### src/core/wan_defs.vh
// constants for the warning annunciator queue
`ifndef WAN_DEFS_VH
`define WAN_DEFS_VH

// ==========================================
// list and vector sizes
`define WAN_NUM_WARN 128
`define WAN_IDX_W 7
`define WAN_LIST_LEN 8
`define WAN_EMPTY 7'h00
// ==========================================
// summary bit position in the system warning word
`define WAN_SUMMARY_POS 0
`define WAN_WORD_W 16

// ==========================================
// sequencer states
`define WAN_ST_IDLE 2'h0
`define WAN_ST_PRUNE 2'h1
`define WAN_ST_SCAN 2'h2
`define WAN_ST_DONE 2'h3

`endif

### src/core/wan_list_mem.v
// eight-entry warning number list storage with registered read
`timescale 1ns/1ps
`include "wan_defs.vh"

module wan_list_mem #(
	parameter DEPTH = `WAN_LIST_LEN,
	parameter AW = 3,
	parameter DW = `WAN_IDX_W
) (
	// clock and reset
	input wire clk,
	input wire reset_n,
	// write port
	input wire writeEn,
	input wire [AW-1:0] writeAddr,
	input wire [DW-1:0] writeData,
	// clear all
	input wire clearAll,
	// registered read port
	input wire [AW-1:0] readAddr,
	output reg [DW-1:0] readData,
	// flat view of all entries
	output wire [DEPTH*DW-1:0] allEntries
);

	reg [DW-1:0] mem [0:DEPTH-1];
	integer i;

	genvar g;
	generate
		for (g = 0; g < DEPTH; g = g + 1) begin : gFlat
			assign allEntries[g*DW +: DW] = mem[g];
		end
	endgenerate

	always @(posedge clk or negedge reset_n) begin
		if (!reset_n) begin
			for (i = 0; i < DEPTH; i = i + 1) begin
				mem[i] <= {DW{1'b0}};
			end
			readData <= {DW{1'b0}};
		end else begin
			if (clearAll) begin
				for (i = 0; i < DEPTH; i = i + 1) begin
					mem[i] <= {DW{1'b0}};
				end
			end else if (writeEn) begin
				mem[writeAddr] <= writeData;
			end
			readData <= mem[readAddr];
		end
	end

endmodule // wan_list_mem

### src/core/wan_warning_queue.v
// warning annunciator: summary bit and ordered active warning list
`timescale 1ns/1ps
`include "wan_defs.vh"

module wan_warning_queue #(
	parameter NUM_WARN = `WAN_NUM_WARN,
	parameter IDX_W = `WAN_IDX_W,
	parameter LIST_LEN = `WAN_LIST_LEN
) (
	// clock and reset
	input wire clk,
	input wire reset_n,
	// scan engine
	input wire scanEnd,
	output wire evalBusy,
	output reg evalDone,
	// warning flags from the user program
	input wire [NUM_WARN-1:0] extWarningBits,
	// list and summary
	output wire [LIST_LEN*IDX_W-1:0] activeWarningList,
	output reg warningSummaryBit,
	output wire [`WAN_WORD_W-1:0] systemWarningWord,
	// list read port
	input wire [2:0] listReadAddr,
	output wire [IDX_W-1:0] listReadData
);

	// ==========================================
	// state
	reg [1:0] state;
	reg [1:0] next_state;
	reg [NUM_WARN-1:0] snap;
	reg [IDX_W-1:0] cursor;
	reg [3:0] count;
	reg [3:0] pruneIdx;
	reg [IDX_W-1:0] list [0:LIST_LEN-1];
	integer k;

	// membership test against the current list
	function inList;
		input [IDX_W-1:0] num;
		integer j;
		begin
			inList = 1'b0;
			for (j = 0; j < LIST_LEN; j = j + 1) begin
				if (j < count && list[j] == num) begin
					inList = 1'b1;
				end
			end
		end
	endfunction

	wire anyActive = |snap;
	wire [IDX_W-1:0] pruneEntry = list[pruneIdx[2:0]];
	wire pruneKeep = snap[pruneEntry];
	// last vector index, cut to entry width on purpose
	localparam [31:0] LAST_FULL = NUM_WARN - 1;
	wire [IDX_W-1:0] lastIdx = LAST_FULL[IDX_W-1:0];

	// ==========================================
	// next state
	always @* begin
		next_state = state;
		case (state)
			`WAN_ST_IDLE: begin
				if (scanEnd) begin
					next_state = `WAN_ST_PRUNE;
				end
			end
			`WAN_ST_PRUNE: begin
				if (!anyActive) begin
					next_state = `WAN_ST_DONE;
				end else if (pruneIdx >= count) begin
					next_state = `WAN_ST_SCAN;
				end
			end
			`WAN_ST_SCAN: begin
				if (cursor == lastIdx || count == LIST_LEN) begin
					next_state = `WAN_ST_DONE;
				end
			end
			`WAN_ST_DONE: next_state = `WAN_ST_IDLE;
			default: next_state = `WAN_ST_IDLE;
		endcase
	end

	// ==========================================
	// sequencer datapath
	always @(posedge clk or negedge reset_n) begin
		if (!reset_n) begin
			state <= `WAN_ST_IDLE;
			snap <= {NUM_WARN{1'b0}};
			cursor <= {IDX_W{1'b0}};
			count <= 4'h0;
			pruneIdx <= 4'h0;
			warningSummaryBit <= 1'b0;
			evalDone <= 1'b0;
			for (k = 0; k < LIST_LEN; k = k + 1) begin
				list[k] <= `WAN_EMPTY;
			end
		end else begin
			state <= next_state;
			evalDone <= 1'b0;
			case (state)
				`WAN_ST_IDLE: begin
					if (scanEnd) begin
						snap <= extWarningBits;
						pruneIdx <= 4'h0;
						cursor <= {IDX_W{1'b0}};
					end
				end
				`WAN_ST_PRUNE: begin
					if (!anyActive) begin
						for (k = 0; k < LIST_LEN; k = k + 1) begin
							list[k] <= `WAN_EMPTY;
						end
						count <= 4'h0;
					end else if (pruneIdx < count) begin
						if (pruneKeep) begin
							pruneIdx <= pruneIdx + 4'h1;
						end else begin
							// drop entry, slide later ones down
							for (k = 0; k < LIST_LEN - 1; k = k + 1) begin
								if (k >= pruneIdx) begin
									list[k] <= list[k+1];
								end
							end
							list[LIST_LEN-1] <= `WAN_EMPTY;
							count <= count - 4'h1;
						end
					end
				end
				`WAN_ST_SCAN: begin
					// append new warnings after older ones
					if (count < LIST_LEN && snap[cursor] && cursor != `WAN_EMPTY
							&& !inList(cursor)) begin
						list[count[2:0]] <= cursor;
						count <= count + 4'h1;
					end
					cursor <= cursor + {{(IDX_W-1){1'b0}}, 1'b1};
				end
				`WAN_ST_DONE: begin
					warningSummaryBit <= anyActive;
					evalDone <= 1'b1;
				end
				default: ;
			endcase
		end
	end

	// ==========================================
	// outputs; no halt or output-off path exists
	assign evalBusy = (state != `WAN_ST_IDLE);
	assign systemWarningWord = {{(`WAN_WORD_W-1){1'b0}}, warningSummaryBit};

	genvar g;
	generate
		for (g = 0; g < LIST_LEN; g = g + 1) begin : gOut
			assign activeWarningList[g*IDX_W +: IDX_W] = list[g];
		end
	endgenerate

	// mirror of list entry 0 for registered readback
	wan_list_mem #(
		.DEPTH(LIST_LEN),
		.AW(3),
		.DW(IDX_W)
	) uMem (
		.clk(clk),
		.reset_n(reset_n),
		.writeEn(evalDone),
		.writeAddr(3'h0),
		.writeData(list[0]),
		.clearAll(1'b0),
		.readAddr(listReadAddr),
		.readData(listReadData),
		.allEntries()
	);

endmodule // wan_warning_queue

### config.mk
export PLATFORM = sky130hd
export DESIGN_NAME = wan_warning_queue
export DESIGN_NICKNAME = d
export VERILOG_FILES = /design/src/core/wan_list_mem.v /design/src/core/wan_warning_queue.v
export VERILOG_INCLUDE_DIRS = /design/src /design/src/core
export SDC_FILE = /design/constraint.sdc
export NUM_CORES = 1
export LEC_CHECK = 0
export CORE_ASPECT_RATIO = 0.5
export CORE_UTILIZATION = 48
export CTS_BUF_LIST = sky130_fd_sc_hd__clkbuf_16
export CTS_CLUSTER_DIAMETER = 120
export DETAILED_ROUTE_END_ITERATION = 16
export DONT_BUFFER_PORTS = 1
export PLACE_DENSITY = 0.66
export SETUP_SLACK_MARGIN = 0.05
export SLEW_MARGIN = 10
export SYNTH_ARGS = -nofsm -noshare
export SYNTH_HDL_FRONTEND = slang
export SYNTH_SLANG_ARGS = --single-unit
### constraint.sdc
create_clock -name clk -period 4.15 [get_ports clk]
set_input_delay 0.83 -clock clk [delete_from_list [all_inputs] [get_ports clk]]
set_output_delay 0.83 -clock clk [all_outputs]
set_load 0.05 [all_outputs]
Word-level counts from Yosys, hierarchy flattened:

Index checks and enable logic that the tools add are counted.
Widths: inputs -> output; s select.

* add/subtract/negate cells: 4
* magnitude comparators: 24
* equal/unequal tests: 29
* muxes and demuxes: 52
* bitwise gates (word level): 3
* reductions and logical operators: 33

Operator list (number)
* $mux 56: 4
* $reduce_or 128->1: 1
* $pmux 56 s2: 1
* $mux 7: 13
* $bwmux 56: 1
* $eq 7x7->1: 8
* $bmux 7 s3: 2
* $reduce_and 5->1: 8
* $mux 4: 8
* $ne 3x3->1 const B: 10
* $demux 7 s3: 1
* $lt 3x4->1 const A: 4
* $lt 7x8->1 const B: 2
* $pmux 4 s2: 2
* $bmux 1 s7: 2
* $pmux 7 s2: 1
* $ge 3x4->1 const A: 3
* $ge 4x4->1 const B: 3
* $logic_and 1x1->1: 12
* $mux 1: 12
* $ne 2x2->1 const B: 6
* $not 3->4: 3
* $add 4x1->4 const B: 2
* $ge 1x4->1 const A: 2
* other kinds (23): 34

* flip-flop bits (word level): 217
* input bits: 134
* output and inout bits: 82

Logic depth before layout (Yosys ltp):

* depth in word-level cells: 15
* gate-level depth with buffers: 16
* mapped depth without buffers: 12

Hierarchy:

A second synthesis with hierarchy kept.

* cell total of the unflattened synthesis: 1314
* area, all modules: 15783.9 µm²

By module, submodules not included
* wan_warning_queue: times used 1, cells each 1077, area an instance 12792.3 µm², sequential area each 5079.9 µm²
* wan_list_mem: times used 1, cells each 237, area an instance 2991.6 µm², sequential area each 1576.5 µm²

Worst setup path after synthesis:

No wires, ideal clock.

* kind: register to register
* start point: register count[1]
* end point: register list (netlist bit activeWarningList[21])
* library setup time: 125 ps
* arrival time: 3154 ps
* required time: 4025 ps
* slack: 871 ps
* cell stages (with the launch flop): 15
* path buffers: 2
* clock period less this slack: 3279 ps
* cell sequence: dfrtp_1 -> clkbuf_1 -> inv_1 -> ha_1 -> nor2b_1 -> o21ai_0 -> nand2b_1 -> a21o_1 -> and3_1 -> or3_1 -> o32ai_1 -> o21ai_2 -> or3_1 -> buf_4 -> mux2_4

* word-level cells in the longest chain between the ends: 15
* elaborated cells between the ends (all ways): 43

RTL lines
* start: declaration: RTL line wan_warning_queue.v:34 `reg [3:0] count;`
* start signal: assignment: RTL line wan_warning_queue.v:129 `count <= count - 4'h1;`
* start signal: assignment: RTL line wan_warning_queue.v:138 `count <= count + 4'h1;`
* $lt 1x4->1: RTL line wan_warning_queue.v:46 `if (j < count && list[j] == num) begin`
* $logic_and 1x1->1: RTL line wan_warning_queue.v:46
* $mux 1 (8 in a row): RTL line wan_warning_queue.v:46
* $mux 1: RTL line wan_warning_queue.v:104 `case (state)`
* $logic_not 1->1: RTL line wan_warning_queue.v:136 `&& !inList(cursor)) begin`
* $logic_and 1x1->1: RTL line wan_warning_queue.v:135 `` if (count < LIST_LEN && snap[cursor] && cursor != `WAN_EMPTY ``
* $ne 2x2->1 (no source line)
* $reduce_and 5->1 (no source line)
* end signal: indexed assignment: RTL line wan_warning_queue.v:125 `list[k] <= list[k+1];`
* end signal: indexed assignment: RTL line wan_warning_queue.v:128 `` list[LIST_LEN-1] <= `WAN_EMPTY; ``
* end signal: indexed assignment: RTL line wan_warning_queue.v:137 `list[count[2:0]] <= cursor;`
* end: declaration: RTL line wan_warning_queue.v:36 `reg [IDX_W-1:0] list [0:LIST_LEN-1];`

Several ways; a longest one is shown, not always the timed one. The select of a mux whose other input is x is not followed.
A chain may end at the register's enable or synchronous reset.

Final worst setup path:

* start point: register pruneIdx[1]
* end point: register list (netlist bit activeWarningList[47])

* word-level cells in the longest chain between the ends: 8
* elaborated cells between the ends (all ways): 12

RTL lines
* start: declaration: RTL line wan_warning_queue.v:35 `reg [3:0] pruneIdx;`
* start signal: assignment: RTL line wan_warning_queue.v:120 `pruneIdx <= pruneIdx + 4'h1;`
* $not 3->4 (implied by the code): RTL line wan_warning_queue.v:54 `wire [IDX_W-1:0] pruneEntry = list[pruneIdx[2:0]];`
* $bmux 7 s3: RTL line wan_warning_queue.v:54
* $mux 7 (implied by the code) (2 in a row): RTL line wan_warning_queue.v:54
* $bmux 1 s7: RTL line wan_warning_queue.v:55 `wire pruneKeep = snap[pruneEntry];`
* $mux 1 (implied by the code): RTL line wan_warning_queue.v:55
* $ne 3x3->1 (no source line)
* $reduce_and 5->1 (no source line) (*)
* end signal: indexed assignment: RTL line wan_warning_queue.v:99 `` list[k] <= `WAN_EMPTY; ``
* end signal: indexed assignment: RTL line wan_warning_queue.v:115 `` list[k] <= `WAN_EMPTY; ``
* end signal: indexed assignment: RTL line wan_warning_queue.v:125

Every way passes the cells marked *; elsewhere a longest branch is shown, timed or not. The select of a mux whose other input is x is not followed.

==> summary by stage <==
Floorplan
The I/O pin count is ~220. The initial utilization of the core area, before any placement, comes to 49.5%. The die extent in y is between 100 and 150 um. The core region is between 20000 and 30000 um^2. The floorplan step set the die width to around 240 um. The number of rows created at floorplan is 42. The die covers around 28000 um^2.

Synth
Counting flops with an async set or reset pin after synthesis yields a share of between 90% and 100%. The count of yosys warnings during synthesis is 0. Synthesis handed over a netlist of roughly 1200 instances. The number of enable-type register cells in the synthesized netlist is 0. Summing every instance area after synthesis gives 13300 um^2. The unique cell type count in the Yosys netlist is 60. The average size of a mapped cell is 11.0 um^2. The most used flip-flop cell after synthesis is sky130_fd_sc_hd__dfrtp_1. Synthesis inferred about 220 register bits. The proportion of synthesized chip area in sequential cells is 41.0%.

Critical path
The worst flop-to-flop path endpoint is activeWarningList[47]. The element type at the critical path end is a register. The critical path data required time is ~4.6 ns. The standard cell with the maximum stage delay on the critical path is sky130_fd_sc_hd__o22ai_4. The cell that appears most often on the critical path is sky130_fd_sc_hd__nand4_1. The critical path class is register to register.

The worst setup path is launched from a register. Counting cells, the worst reg-to-reg path comes to 13. The arrival time at the worst endpoint is roughly 4.4 ns. The largest stage delay on the critical path is about 0.70 ns. The critical-path maximum fanout is 33.

Setup slack on the worst reg-to-reg path comes out at approximately 0.19 ns. The worst flop-to-flop path startpoint is pruneIdx[1]. The signal on the critical path passes through buf_12 -> mux2i_1 -> o22ai_4 -> buf_4 -> o21ai_0 -> a31oi_1 -> nand4_1 -> nand4_1 -> nand4_1 -> o21ai_2 -> buf_4 -> or2_1 -> mux2_2.

Cells and area
The share of cells above drive strength 1 is 29.2%. The library cell used most frequently in the layout, excluding fill and tap cells, is sky130_fd_sc_hd__dfrtp_1. The area growth from synthesis to layout is 12.0%. The library cells used most frequently in the layout, excluding fill and tap cells, are sky130_fd_sc_hd__dfrtp_1 (215), sky130_fd_sc_hd__mux2_2 (154), sky130_fd_sc_hd__nand3_1 (120).

For this run, the post-layout net count is around 1400. Once layout is complete, the cells apart from fillers number about 1600.

Clock network
After clock tree synthesis, the clock-pin slew on the worst setup and hold paths is around 0.070 ns. The root buffer cell chosen for the clock tree is sky130_fd_sc_hd__clkbuf_16. The total CTS buffers is 22. CTS saw around 220 sinks.

TritonCTS built the clock tree. Once the clock tree was built, the setup fixing pass inserted 0 buffers. The clock reaches the later pin of the worst-skew pair after about 0.53 ns.

The count of instances resized after the clock tree is built is 0. No sink is reached through more buffers than the 3 on the longest clock path. In this run the number of H-tree levels came out at 1.

Timing
The max-slew violation total from the final report was 0. Setup repair after global routing left no endpoint under its margin. At the pin with the least slew margin, the transition time is 1.07 ns. The final count of hold timing violations is 0. For this run, the top clock speed supported by timing is between 200 and 300 MHz.

Setup violations remaining at the end of the flow were counted as 0. The worst slew slack as a fraction of its limit is 28.1%. Setup slack closes at approximately 0.19 ns.

The sum of negative setup slack is 0 ns. The final period utilization is between 90% and 100%. Clock skew on the completed layout was measured at about 0.015 ns. Subtracting the final worst setup slack from the clock period gives 3.96 ns.

Routing
The via density per instance is between 6 and 7. After detailed routing, the total wire length is 41800 um. The first routing iteration left roughly 1300 violations. The detailed-router iteration count before antenna repair is 6. In the routed design, unresolved DRC markers number 0. The post-detailed-route wirelength per cell is about 26 um. The overall via count from detail_route is around 11000. The number of nets still failing antenna checks after routing is 0.

Global route
The via count of the first global-routing pass is about 11000. The total track usage is between 20 and 30%. The initial antenna violation count came to 4. The wire length of the first global-routing pass is approximately 64000 um. The total global routing overflow is 0.

Entering global routing, the biggest net connects roughly 120 pins.

Power and ir drop
The power density of the placed cells is between 700 and 800 nW/um^2. Across the VDD grid, the largest voltage drop is between 0.0004 and 0.0005 V. Summed over all cells, the static leakage comes to about 6.5 nW. The post-route total power is 11.2 mW.

Job
The tool flagged a number of max-cap violations equal to 0.

Status
The run finished with clean final reports.

Placed design
Routability-driven placement finished with a final weighted congestion of 1.00. The post-DP HPWL is about 30000 um. The cell count after placement is between 1500 and 2000.

Buffers placed on the I/O ports in this run total 0. OpenSTA, run right after detailed placement, puts the worst setup slack at approximately 0.29 ns.

Worst hold path
The worst hold path class is primary input to asynchronous set/reset pin.
-- cells by family after synthesis --
| family | Yosys count | synth area share [%] |
|---|---|---|
| AOI/OAI and AO/OA | 211 | 10.4 |
| xor gates and xnor gates | 52 | 3.44 |
| adders and majority gates | 17 | 1.61 |
| buffers and inverters | 141 | 4.90 |
| DFF | 217 | 41.0 |
| muxes | 252 | 26.0 |
| other | 1 | 0.0283 |
| and+or+nand+nor | 317 | 12.7 |
-- how the worst max path moves through the flow --
stage	start	to	slack, ns	cells after the start
floorplan	count[1]	activeWarningList[21]	0.87	14
global placement	pruneIdx[2]	activeWarningList[47]	0.36	13
detailed placement	pruneIdx[2]	activeWarningList[47]	0.29	12
CTS	pruneIdx[2]	activeWarningList[47]	0.29	12
global route	pruneIdx[2]	activeWarningList[48]	0.05	13
finish	pruneIdx[1]	activeWarningList[47]	0.19	13
-- where the power goes --
group	total (mW)	switching (mW)	internal (mW)
clock network	1.92	0.862	1.05
logic	5.37	2.82	2.55
registers	3.94	1.03	2.90
total	11.2	4.71	6.51
-- metrics by stage --
stage,hold WS (ns),utilization (%),instance area [um^2]
6_report,0.0206,55.5,14800
5_1_grt,0.00388,55.5,14800
4_1_cts,0.000686,55.4,14800
3_5_place_dp,0.469,52.9,14100
3_3_place_gp,0.458,52.9,14100
2_1_floorplan,0.449,-,13300
-- routing by layer --
layer / routed length, um / vias up / global-route usage [%]
li1: - / 4580 / -
met1: 17100 / 5414 / 40.5
met2: 19100 / 644 / 45.9
met3: 4310 / 117 / 7.57
met4: 1390 / 0 / 10.1
met5: 0 / - / 0
-- Yosys cell counts (all sizes together) (5+ instances only) --
cell type / count / area (um^2)
and2: 14 / 87.6
or2: 6 / 37.5
mux2: 186 / 2120
inv: 23 / 86.3
buf: 53 / 319
mux2i: 13 / 130
mux4: 53 / 1190
nand2b: 6 / 37.5
a21oi: 13 / 65.1
xor2: 39 / 342
nand3: 120 / 601
nor3: 17 / 85.1
xnor2: 13 / 114
ha: 17 / 213
dfrtp: 217 / 5430
o21ai: 89 / 457
o22ai: 11 / 68.8
clkbuf: 64 / 240
nor4: 44 / 305
a22o: 44 / 385
nand4: 28 / 175
nand2: 38 / 145
nor2: 30 / 113
a31oi: 26 / 163
and3: 5 / 31.3
-- worst max-delay path: cells and delay by family, from the launching register on --
kind | cells | cell delay, ns
buf+inv | 3 | 0.68
compound gates | 4 | 1.20
mux | 2 | 0.58
simple gates | 4 | 0.95
flops | 1 | 0.41
-- sequential cells by signal, summed over array words and instances, names as in the netlist, 2 cells and up --
register / flops
state: 2
count: 4
cursor: 7
uMem.readData: 7
pruneIdx: 4
activeWarningList: 56
snap: 128
uMem.allEntries: 7
-- final cells by class --
class,count,area (um^2)
fill,2292,11900
multi-input combinational,864,7270
sequential,217,5430
timing repair buffer,106,943
clock buffer,23,576
tap,352,440
inverter,24,90.1
clock inverter,11,78.8
antenna,5,12.5
-- timing repair --
item | 4_1_cts | 5_1_grt
endpoints found under the hold margin | 98 | 8
setup endpoints to repair | 0 | 13
hold buffers | 1 | 1
Note: power is estimated with default switching activity, not from simulation.
